`src/shared/arf_map.vh`:
```
// constants for the asynchronous receive formatter: codes, field positions
// assumes inclusion by bare name from the design files; bench files use literal codes
// Behaviour
// [RULE_01] ack complete is code 0001
// [RULE_02] ack pending 0010, never for responses
// [RULE_03] busy codes 0100, 0101, 0110 by phase
// [RULE_04] 1101 for bad block payload only
// [RULE_05] 1110 for bad header or transaction
// [RULE_06] link-supplied reserved codes pass unchanged
// [RULE_07] host treats broadcast non-data-error as good
// [RULE_08] no-data entry: three header quadlets, status
// [RULE_09] quadlet entry: four quadlets, then status
// [RULE_10] block entry: header, data, then status
// [RULE_11] self-ID/PHY entries get header tcode E
// [RULE_12] self-ID entry holds whole self-ID string
// [RULE_13] self-ID check quadlets kept, not verified
// [RULE_14] host verifies self-ID check quadlets itself
// [RULE_15] self-ID status data error or complete
// [RULE_16] PHY entry: first quadlet, check verified, dropped
// [RULE_17] confirmation record after every transmission
// [RULE_18] confirmations go to request/response queue
// [RULE_19] confirmation 1 complete/broadcast, 2 pending
// [RULE_20] confirmation 4 retry, D and E errors
// [RULE_21] exactly one confirmation per sent packet
// [RULE_22] block tail zero padded, first byte high
// [RULE_23] no acknowledge gives confirmation code 0
// [RULE_24] entry visible only after status quadlet
`ifndef ARF_MAP_VH
`define ARF_MAP_VH
// acknowledge codes
`define ARF_ACK_COMPLETE 4'h1
`define ARF_ACK_PENDING 4'h2
`define ARF_ACK_BUSY_X 4'h4
`define ARF_ACK_BUSY_A 4'h5
`define ARF_ACK_BUSY_B 4'h6
`define ARF_ACK_DATA_ERR 4'hD
`define ARF_ACK_TYPE_ERR 4'hE
// confirmation codes
`define ARF_CF_NOACK 4'h0
`define ARF_CF_DONE 4'h1
`define ARF_CF_PEND 4'h2
`define ARF_CF_RETRY 4'h4
`define ARF_CF_DATA_ERR 4'hD
`define ARF_CF_TYPE_ERR 4'hE
// transaction codes
`define ARF_TC_QWR_REQ 4'h0
`define ARF_TC_BWR_REQ 4'h1
`define ARF_TC_WR_RSP 4'h2
`define ARF_TC_QRD_REQ 4'h4
`define ARF_TC_BRD_REQ 4'h5
`define ARF_TC_QRD_RSP 4'h6
`define ARF_TC_BRD_RSP 4'h7
`define ARF_TC_CONF 4'h8
`define ARF_TC_LK_REQ 4'h9
`define ARF_TC_LK_RSP 4'hB
`define ARF_TC_SELF_PHY 4'hE
// field positions
`define ARF_TC_LSB 4
`define ARF_LEN_LSB 16
// received packet classes
`define ARF_PK_NORMAL 2'h0
`define ARF_PK_SELFID 2'h1
`define ARF_PK_PHY 2'h2
// busy phase selector
`define ARF_BUSY_PH_X 2'h0
`define ARF_BUSY_PH_A 2'h1
`define ARF_BUSY_PH_B 2'h2
// queue buffer width: data, destination, last
`define ARF_BUF_W 34
`endif

```
`src/verilog/arf_buf2.v`:
```
// two-entry elastic buffer between formatter and receive queues
// assumes both sides on clk; head word comes straight from a register
`timescale 1ns/1ps
`default_nettype none
module arf_buf2 #(
    parameter WIDTH = 34
) (
    input wire clk,
    input wire rst_b,
    input wire in_valid,
    output wire in_ready,
    input wire [WIDTH-1:0] in_data,
    output wire out_valid,
    input wire out_ready,
    output wire [WIDTH-1:0] out_data
);
    reg [WIDTH-1:0] head; // oldest word, drives out_data
    reg [WIDTH-1:0] tail; // second word when full
    reg [1:0] cnt; // words held, 0..2
    wire push;
    wire pop;

    assign in_ready = (cnt != 2'h2);
    assign out_valid = (cnt != 2'h0);
    assign out_data = head;
    assign push = in_valid & in_ready;
    assign pop = out_valid & out_ready;

    // occupancy and storage; full means the source stalls, no word lost
    always @(posedge clk) begin
        if (!rst_b) begin
            cnt <= 2'h0;
            head <= {WIDTH{1'b0}};
            tail <= {WIDTH{1'b0}};
        end else begin
            if (push && pop) begin
                // one in, one out: head moves on
                if (cnt == 2'h1) begin
                    head <= in_data;
                end else begin
                    head <= tail;
                    tail <= in_data;
                end
            end else if (push) begin
                // fill the first free slot
                if (cnt == 2'h0) begin
                    head <= in_data;
                end else begin
                    tail <= in_data;
                end
                cnt <= cnt + 2'h1;
            end else if (pop) begin
                // drain: tail shifts to head
                head <= tail;
                cnt <= cnt - 2'h1;
            end
        end
    end
endmodule // arf_buf2
`default_nettype wire

```
`src/verilog/arf_receive_formatter.v`:
```
// asynchronous receive formatter: builds receive queue entries and
// transmit confirmations, feeds request and response queues
// assumes packet stream, flags and confirmations come from logic on clk
`timescale 1ns/1ps
`default_nettype none
`include "arf_map.vh"
module arf_receive_formatter (
    input wire clk,
    input wire rst_b,
    // bus reset from the link core, same clock
    input wire bus_reset,
    // received packet stream, wire order, one quadlet a beat
    input wire rx_valid,
    output wire rx_ready,
    input wire [31:0] rx_data,
    input wire rx_last,
    input wire [1:0] rx_class,
    // packet verdict, valid with the last beat
    input wire rx_crc_err,
    input wire rx_hdr_err,
    input wire rx_busy,
    input wire [1:0] rx_busy_phase,
    input wire rx_rsp_later,
    input wire rx_link_ack_vld,
    input wire [3:0] rx_link_ack,
    input wire rx_misalign,
    input wire rx_overrun,
    // transmit outcome, one per transmitted packet
    input wire cf_valid,
    output wire cf_ready,
    input wire cf_rsp,
    input wire cf_bcast,
    input wire cf_noack,
    input wire cf_retry_exp,
    input wire [3:0] cf_ack,
    input wire [23:0] cf_tag,
    // request receive queue write port
    output wire req_q_valid,
    input wire req_q_ready,
    output wire [31:0] req_q_data,
    output wire req_q_last,
    // response receive queue write port
    output wire rsp_q_valid,
    input wire rsp_q_ready,
    output wire [31:0] rsp_q_data,
    output wire rsp_q_last
);
    localparam ST_IDLE = 2'h0; // between entries
    localparam ST_SYNH = 2'h1; // synthesized header for self-ID or PHY
    localparam ST_PASS = 2'h2; // copying packet quadlets
    localparam ST_STAT = 2'h3; // closing status quadlet

    reg [1:0] state; // formatter state
    reg [1:0] pk; // class of the entry in progress
    reg [15:0] idx; // quadlet index within the packet
    reg [3:0] tcode; // transaction code of the entry
    reg [15:0] len; // block data length in bytes
    reg [14:0] dcnt; // block data quadlets seen
    reg [31:0] phy_first; // first PHY quadlet, for the check compare
    reg phy_bad; // PHY check quadlet mismatch
    reg dest_rsp; // entry goes to the response queue
    reg [3:0] ack; // code for the status quadlet

    reg buf_in_valid; // into the elastic buffer
    reg [31:0] buf_word;
    reg buf_last;
    reg buf_dest;
    reg rx_take; // rx_ready while copying
    wire buf_in_ready;
    wire buf_out_valid;
    wire buf_out_ready;
    wire [`ARF_BUF_W-1:0] buf_out;
    wire beat;

    reg [3:0] next_ack; // verdict computed at the last beat
    reg [3:0] cf_code; // confirmation code
    reg [31:0] pad_word; // data quadlet after tail padding

    // decoded packet type of the current beat or the latched header
    wire [3:0] tc_now = (idx == 16'h0000) ? rx_data[`ARF_TC_LSB+3:`ARF_TC_LSB] : tcode;
    wire is_blk = (tc_now == `ARF_TC_BWR_REQ) | (tc_now == `ARF_TC_BRD_RSP) |
                  (tc_now == `ARF_TC_LK_REQ) | (tc_now == `ARF_TC_LK_RSP);
    wire is_rsp = (tc_now == `ARF_TC_WR_RSP) | (tc_now == `ARF_TC_QRD_RSP) |
                  (tc_now == `ARF_TC_BRD_RSP) | (tc_now == `ARF_TC_LK_RSP);
    wire normal = (pk == `ARF_PK_NORMAL);
    // length as of this beat; the fourth quadlet may carry it right now
    wire [15:0] len_now = (idx == 16'h0003) ? rx_data[`ARF_LEN_LSB+15:`ARF_LEN_LSB] : len;
    wire [14:0] exp_q = len_now[15:2] + {14'h0000, (len_now[1:0] != 2'h0)};
    wire in_data = normal & is_blk & (idx >= 16'h0004);
    wire [14:0] dcnt_now = dcnt + {14'h0000, in_data};
    wire payload = normal & is_blk & ((len_now != 16'h0000) | (dcnt_now != 15'h0000));
    wire skip = (pk == `ARF_PK_PHY) & (idx == 16'h0001);

    assign rx_ready = (state == ST_PASS) & rx_take;
    assign beat = rx_valid & rx_ready;
    assign cf_ready = (state == ST_IDLE) & buf_in_ready;

    // padding: keep only the bytes the length covers, first byte high
    always @* begin
        pad_word = rx_data;
        if (in_data && (dcnt_now == exp_q)) begin
            case (len_now[1:0])
                2'h1: pad_word = {rx_data[31:24], 24'h000000}; // [RULE_22]
                2'h2: pad_word = {rx_data[31:16], 16'h0000}; // [RULE_22]
                2'h3: pad_word = {rx_data[31:8], 8'h00}; // [RULE_22]
                default: pad_word = rx_data; // whole quadlet
            endcase
        end
    end

    // acknowledge verdict; link-supplied codes win for normal packets so newer ones survive
    always @* begin
        next_ack = `ARF_ACK_COMPLETE; // [RULE_01]
        if (pk == `ARF_PK_SELFID) begin
            // string complete unless misaligned or overrun
            if (rx_misalign || rx_overrun) begin
                next_ack = `ARF_ACK_DATA_ERR; // [RULE_15]
            end else begin
                next_ack = `ARF_ACK_COMPLETE; // [RULE_15]
            end
        end else if (pk == `ARF_PK_PHY) begin
            // PHY check verdict: check quadlet compared on this beat, or the mismatch latched earlier
            if (phy_bad || (skip && (rx_data != ~phy_first))) begin
                next_ack = `ARF_ACK_DATA_ERR; // [RULE_16]
            end
        end else if (rx_link_ack_vld) begin
            next_ack = rx_link_ack; // [RULE_06]
        end else if (rx_hdr_err) begin
            next_ack = `ARF_ACK_TYPE_ERR; // [RULE_05]
        end else if (payload && (rx_crc_err || (dcnt_now != exp_q))) begin
            // among normal packets, only those that carry a data block can earn this code here
            next_ack = `ARF_ACK_DATA_ERR; // [RULE_04]
        end else if (rx_busy) begin
            case (rx_busy_phase)
                `ARF_BUSY_PH_A: next_ack = `ARF_ACK_BUSY_A; // [RULE_03]
                `ARF_BUSY_PH_B: next_ack = `ARF_ACK_BUSY_B; // [RULE_03]
                default: next_ack = `ARF_ACK_BUSY_X; // [RULE_03]
            endcase
        end else if (rx_rsp_later && !is_rsp) begin
            // responses never get pending
            next_ack = `ARF_ACK_PENDING; // [RULE_02]
        end
    end

    // confirmation code from the transmit outcome
    always @* begin
        cf_code = `ARF_CF_RETRY;
        if (cf_retry_exp) begin
            cf_code = `ARF_CF_RETRY; // [RULE_20]
        end else if (cf_bcast) begin
            cf_code = `ARF_CF_DONE; // [RULE_19]
        end else if (cf_noack) begin
            cf_code = `ARF_CF_NOACK; // [RULE_23]
        end else begin
            case (cf_ack)
                `ARF_ACK_COMPLETE: cf_code = `ARF_CF_DONE; // [RULE_19]
                `ARF_ACK_PENDING: cf_code = `ARF_CF_PEND; // [RULE_19]
                `ARF_ACK_DATA_ERR: cf_code = `ARF_CF_DATA_ERR; // [RULE_20]
                `ARF_ACK_TYPE_ERR: cf_code = `ARF_CF_TYPE_ERR; // [RULE_20]
                default: cf_code = `ARF_CF_RETRY; // busy left over: not accepted
            endcase
        end
    end

    // what goes into the buffer this cycle
    always @* begin
        buf_in_valid = 1'b0;
        buf_word = 32'h00000000;
        buf_last = 1'b0;
        buf_dest = dest_rsp;
        rx_take = 1'b0;
        case (state)
            ST_IDLE: begin
                // one-beat confirmation record, steered by its kind
                buf_in_valid = cf_valid; // [RULE_17]
                buf_word = {cf_tag, `ARF_TC_CONF, cf_code}; // [RULE_17]
                buf_last = 1'b1;
                buf_dest = cf_rsp; // [RULE_18]
            end
            ST_SYNH: begin
                // synthesized header; self-ID and PHY use the request queue
                buf_in_valid = 1'b1;
                buf_word = {24'h000000, `ARF_TC_SELF_PHY, 4'h0}; // [RULE_11]
            end
            ST_PASS: begin
                if (skip) begin
                    // PHY check quadlet: consumed, never queued
                    rx_take = 1'b1; // [RULE_16]
                end else begin
                    // header and data quadlets in wire order
                    buf_in_valid = rx_valid; // [RULE_08] [RULE_09] [RULE_10]
                    buf_word = pad_word; // [RULE_12] [RULE_13]
                    rx_take = buf_in_ready;
                    if (normal && (idx == 16'h0000)) begin
                        buf_dest = is_rsp;
                    end
                end
            end
            ST_STAT: begin
                // status closes the entry; last marks it visible
                buf_in_valid = 1'b1;
                buf_word = {28'h0000000, ack}; // [RULE_08] [RULE_09] [RULE_10]
                buf_last = 1'b1; // [RULE_24]
            end
            default: begin
                buf_in_valid = 1'b0;
            end
        endcase
    end

    // sequencing of one entry
    always @(posedge clk) begin
        if (!rst_b) begin
            state <= ST_IDLE;
            pk <= `ARF_PK_NORMAL;
            idx <= 16'h0000;
            tcode <= 4'h0;
            len <= 16'h0000;
            dcnt <= 15'h0000;
            phy_first <= 32'h00000000;
            phy_bad <= 1'b0;
            dest_rsp <= 1'b0;
            ack <= `ARF_ACK_COMPLETE;
        end else begin
            case (state)
                ST_IDLE: begin
                    // confirmations first, so one waits behind at most the entry in progress
                    if (!cf_valid && rx_valid && !bus_reset) begin
                        pk <= rx_class;
                        idx <= 16'h0000;
                        dcnt <= 15'h0000;
                        len <= 16'h0000;
                        phy_bad <= 1'b0;
                        dest_rsp <= 1'b0;
                        if (rx_class == `ARF_PK_NORMAL) begin
                            state <= ST_PASS;
                        end else begin
                            state <= ST_SYNH;
                        end
                    end
                end
                ST_SYNH: begin
                    if (bus_reset) begin
                        // cut short: entry closed with a data error
                        ack <= `ARF_ACK_DATA_ERR;
                        state <= ST_STAT;
                    end else if (buf_in_ready) begin
                        state <= ST_PASS;
                    end
                end
                ST_PASS: begin
                    if (bus_reset) begin
                        ack <= `ARF_ACK_DATA_ERR;
                        state <= ST_STAT;
                    end else if (beat) begin
                        if (idx != 16'hFFFF) begin
                            idx <= idx + 16'h0001;
                        end
                        if (normal && (idx == 16'h0000)) begin
                            tcode <= rx_data[`ARF_TC_LSB+3:`ARF_TC_LSB];
                            dest_rsp <= is_rsp;
                        end
                        if (normal && is_blk && (idx == 16'h0003)) begin
                            len <= rx_data[`ARF_LEN_LSB+15:`ARF_LEN_LSB]; // [RULE_10]
                        end
                        if (in_data && (dcnt != 15'h7FFF)) begin
                            dcnt <= dcnt_now;
                        end
                        if ((pk == `ARF_PK_PHY) && (idx == 16'h0000)) begin
                            phy_first <= rx_data;
                        end
                        if (skip && (rx_data != ~phy_first)) begin
                            phy_bad <= 1'b1; // [RULE_16]
                        end
                        if (rx_last) begin
                            ack <= next_ack;
                            state <= ST_STAT;
                        end
                    end
                end
                ST_STAT: begin
                    if (buf_in_ready) begin
                        state <= ST_IDLE;
                    end
                end
                default: begin
                    state <= ST_IDLE;
                end
            endcase
        end
    end

    // elastic buffer: a queue stall backs up into rx_ready and cf_ready
    arf_buf2 #(
        .WIDTH(`ARF_BUF_W)
    ) u_buf (
        .clk(clk),
        .rst_b(rst_b),
        .in_valid(buf_in_valid),
        .in_ready(buf_in_ready),
        .in_data({buf_last, buf_dest, buf_word}),
        .out_valid(buf_out_valid),
        .out_ready(buf_out_ready),
        .out_data(buf_out)
    );

    // steer the head word to its queue; bit 32 selects responses
    assign buf_out_ready = buf_out[32] ? rsp_q_ready : req_q_ready;
    assign req_q_valid = buf_out_valid & ~buf_out[32]; // [RULE_18]
    assign rsp_q_valid = buf_out_valid & buf_out[32]; // [RULE_18]
    assign req_q_data = buf_out[31:0];
    assign rsp_q_data = buf_out[31:0];
    assign req_q_last = buf_out[33]; // [RULE_24]
    assign rsp_q_last = buf_out[33]; // [RULE_24]
endmodule // arf_receive_formatter
`default_nettype wire

```
`config.mk`:
```
export PLATFORM = sky130hd
export DESIGN_NAME = arf_receive_formatter
export DESIGN_NICKNAME = d
export VERILOG_FILES = /design/src/verilog/arf_buf2.v /design/src/verilog/arf_receive_formatter.v
export VERILOG_INCLUDE_DIRS = /design/src /design/src/shared
export SDC_FILE = /design/constraint.sdc
export NUM_CORES = 1
export LEC_CHECK = 0
export BUFFER_PORTS_ARGS = -buffer_cell sky130_fd_sc_hd__buf_2
export CAP_MARGIN = 20
export CORE_MARGIN = 2
export CORE_UTILIZATION = 62
export DETAILED_ROUTE_END_ITERATION = 6
export GPL_TIMING_DRIVEN = 0
export PLACE_DENSITY = 0.86
export SETUP_SLACK_MARGIN = 0.5
export SLEW_MARGIN = 20
export SYNTH_ARGS = -nofsm -noshare
export SYNTH_HDL_FRONTEND = slang
export SYNTH_SLANG_ARGS = --single-unit
```
`constraint.sdc`:
```
create_clock -name clk -period 8 [get_ports clk]
set_input_delay 2.4 -clock clk [delete_from_list [all_inputs] [get_ports clk]]
set_output_delay 2.4 -clock clk [all_outputs]
set_load 0.005 [all_outputs]
```
==> results.ini <==
[outcome]
status=finished clean

[clock_network]
post_cts.repair.setup_buffers=0
clk-insertion-delay-late_ns=0.43
cts_tree=done
cts.sinks=163
cts_max_level=4
post_cts_resized=0
cts-root-buf=clkbuf_16
cts_made_buffers=17
clk_pin_slew_ns=0.06
postCtsHoldBufs=0
cts_buffer_depth=2

[timing]
hold_viol=0
setup-tns-final_ns=0
worstMarginPinSlew_ns=0.906
setup-violations-final=0
slew_headroom_pct=39.3
drv_slew=0
clock.fmax_mhz=147
fin_crit_sh_pct=85.0
final.setup_skew_ns=0.00960
rsz0062_at_grt=false
period_minus_slack_ns=6.80

[grt]
grt_pass1_vias=10100
grt_overflow=0
antenna_found_initial=1
grt.total_usage_pct=38.2
grt_pass1_wl_mm=52.9
grt_max_degree=17

[synth]
syn_avg_cell_area_sq_um=7.63
async_flop_share_pct=0
syn_area_sq_um=10100
yosysSeqAreaShare_pct=32.3
synth_most_common_cell=nand2_1
syn-num-nets=1426
synthCells=1324
netlist.area_leader.share_pct=32.3
ys_seq_elements=163
synth.distinct_cells=73
synth-edff-count=0
synth_area_leaders=dfxtp_1 32%, nand2_1 6.1%, buf_4 5.0%, o21ai_0 4.9%, xor2_1 4.7%
synth_top_area_cell=dfxtp_1
netlist_top_cells_count=164 x nand2_1, 163 x dfxtp_1, 104 x nor2_1
yosysWarnings=0
synth_ff_type=dfxtp_1

[floorplanning]
num_rows=46
start_util_pct=63.6
dieArea_sq_um=17300
die_h_um=132
fp.dieW_um=132
core_area_sq_um=15900
ios=157

[route]
antenna_left=0
wl_mm=33.3
wl_per_cell_um=19.4
drc=0
first_pass_iters=6
via_per_inst=6.36
drt_iter0_markers=1335
vias=10900

[placement]
dp_hpwl_mm=24.7
place_congestion=1.03
io_buffers=145
placed_area_sq_um=11100

[min_path]
whs_path_depth=2
hp-class=reg2reg

[layout]
fillCellCount=1295
fin_nets=1590
num_antenna_cells=0
final_area_sq_um=11700
drive_above_1_share_pct=18.1
syn2layout_area_growth_pct=15.5

[critical_path]
ff2ff_path_depth=20
worst_setup_path_end_kind=flop
cp.required_ns=8.29
cp_max_fo=10
startpoint_type=primary input
criticalPathCategory=in2reg
arrival_ns=7.09

[power_and_ir_drop]
p_leak_nw=4.74
ir_drop_v=0.000197
p_per_area_nw_per_um2=314

[run]
maxCapViolations=0

state kept, by name (all words and copies together), names as in the netlist:
| name | count |
|---|---|
| ack | 4 |
| phy_first | 32 |
| tcode | 4 |
| dest_rsp | 1 |
| u_buf.out_data | 34 |
| dcnt | 15 |
| u_buf.cnt | 2 |
| idx | 16 |
| phy_bad | 1 |
| state | 2 |
| len | 16 |
| u_buf.tail | 34 |
| pk | 2 |
stage by stage:
step | total power [mW] | cells | util, % | setup WS [ns] | hold slack, ns
3_5_place_dp | 2.82 | 1685 | 69.9 | 0.999 | 0.453
6_report | 3.66 | 1717 | 73.5 | 1.20 | 0.465
2_1_floorplan | 2.27 | 1324 | - | 1.92 | 0.437
4_1_cts | 3.61 | 1717 | 73.4 | 1.40 | 0.462
5_1_grt | 3.88 | 1717 | 73.5 | 1.06 | 0.489
3_3_place_gp | 2.78 | 1685 | 69.9 | 0.650 | 0.454
where the power goes:
part	leakage (nW)	switching [mW]	total, mW	internal (mW)
clock	0.273	0.361	0.790	0.428
sequential	1.33	0.116	1.10	0.984
combinational	3.14	1.10	1.77	0.673
total	4.74	1.57	3.66	2.09
layer usage:
layer,global-route usage (%),wire (um)
met1,49.7,12800
met2,59.3,14600
met3,7.87,4140
met4,20.9,1740
met5,0,0
layout make-up:
cell class / count / area (sq um) / share of cell area (%)
clock buffers: 21 / 470 / 4.03
well taps: 216 / 270 / 2.32
repair buffers: 145 / 726 / 6.22
flip-flops and latches: 163 / 3260 / 28.0
plain buffers: 160 / 868 / 7.44
multi-input cells: 971 / 5870 / 50.3
clock inverters: 11 / 92.6 / 0.793
inverters: 30 / 113 / 0.965
cells in the final DEF, fill, tap and decap left out, drive strengths merged, types with 30 or more instances in the layout:
master / instances
nand3: 31
buf: 222
a21oi: 89
dfxtp: 163
inv: 34
nand2: 164
xor2: 54
nor2: 105
nand4: 39
clkbuf: 104
o21ai: 105
xnor2: 30
a31oi: 41
cell families (layout without fill, tap and decap cells):
family | Yosys count | after routing | share of synthesized area (%)
compound gates | 343 | 343 | 21.0
xor+xnor | 85 | 85 | 7.50
fa+ha+maj | 15 | 15 | 1.86
buf+inv | 190 | 367 | 9.71
flops | 163 | 163 | 32.3
mux | 25 | 25 | 2.50
simple gates | 503 | 503 | 25.1
critical path, stage by stage:
cell and delay, ns:
buf_2 0.17, o31ai_2 0.80, inv_1 0.22, ha_1 0.28
ha_1 0.18, clkbuf_1 0.20, nand4_1 0.17, nor4_1 0.09
mux2i_1 0.26, xnor3_1 0.33, a2111oi_2 0.46, nand4b_1 0.38
nor4_2 0.62, buf_4 0.30, nand3b_1 0.13, a31oi_1 0.10
final timing paths:
| check | start | to | slack [ns] |
|---|---|---|---|
| max | rx_data[16] | u_buf.tail[20] | 1.20 |
| min | u_buf.out_data[31] | u_buf.out_data[31] | 0.46 |
| max reg2reg | idx[0] | u_buf.tail[20] | 1.54 |
| min reg2reg | u_buf.out_data[31] | u_buf.out_data[31] | 0.46 |
(Power assumes the default switching activity.)
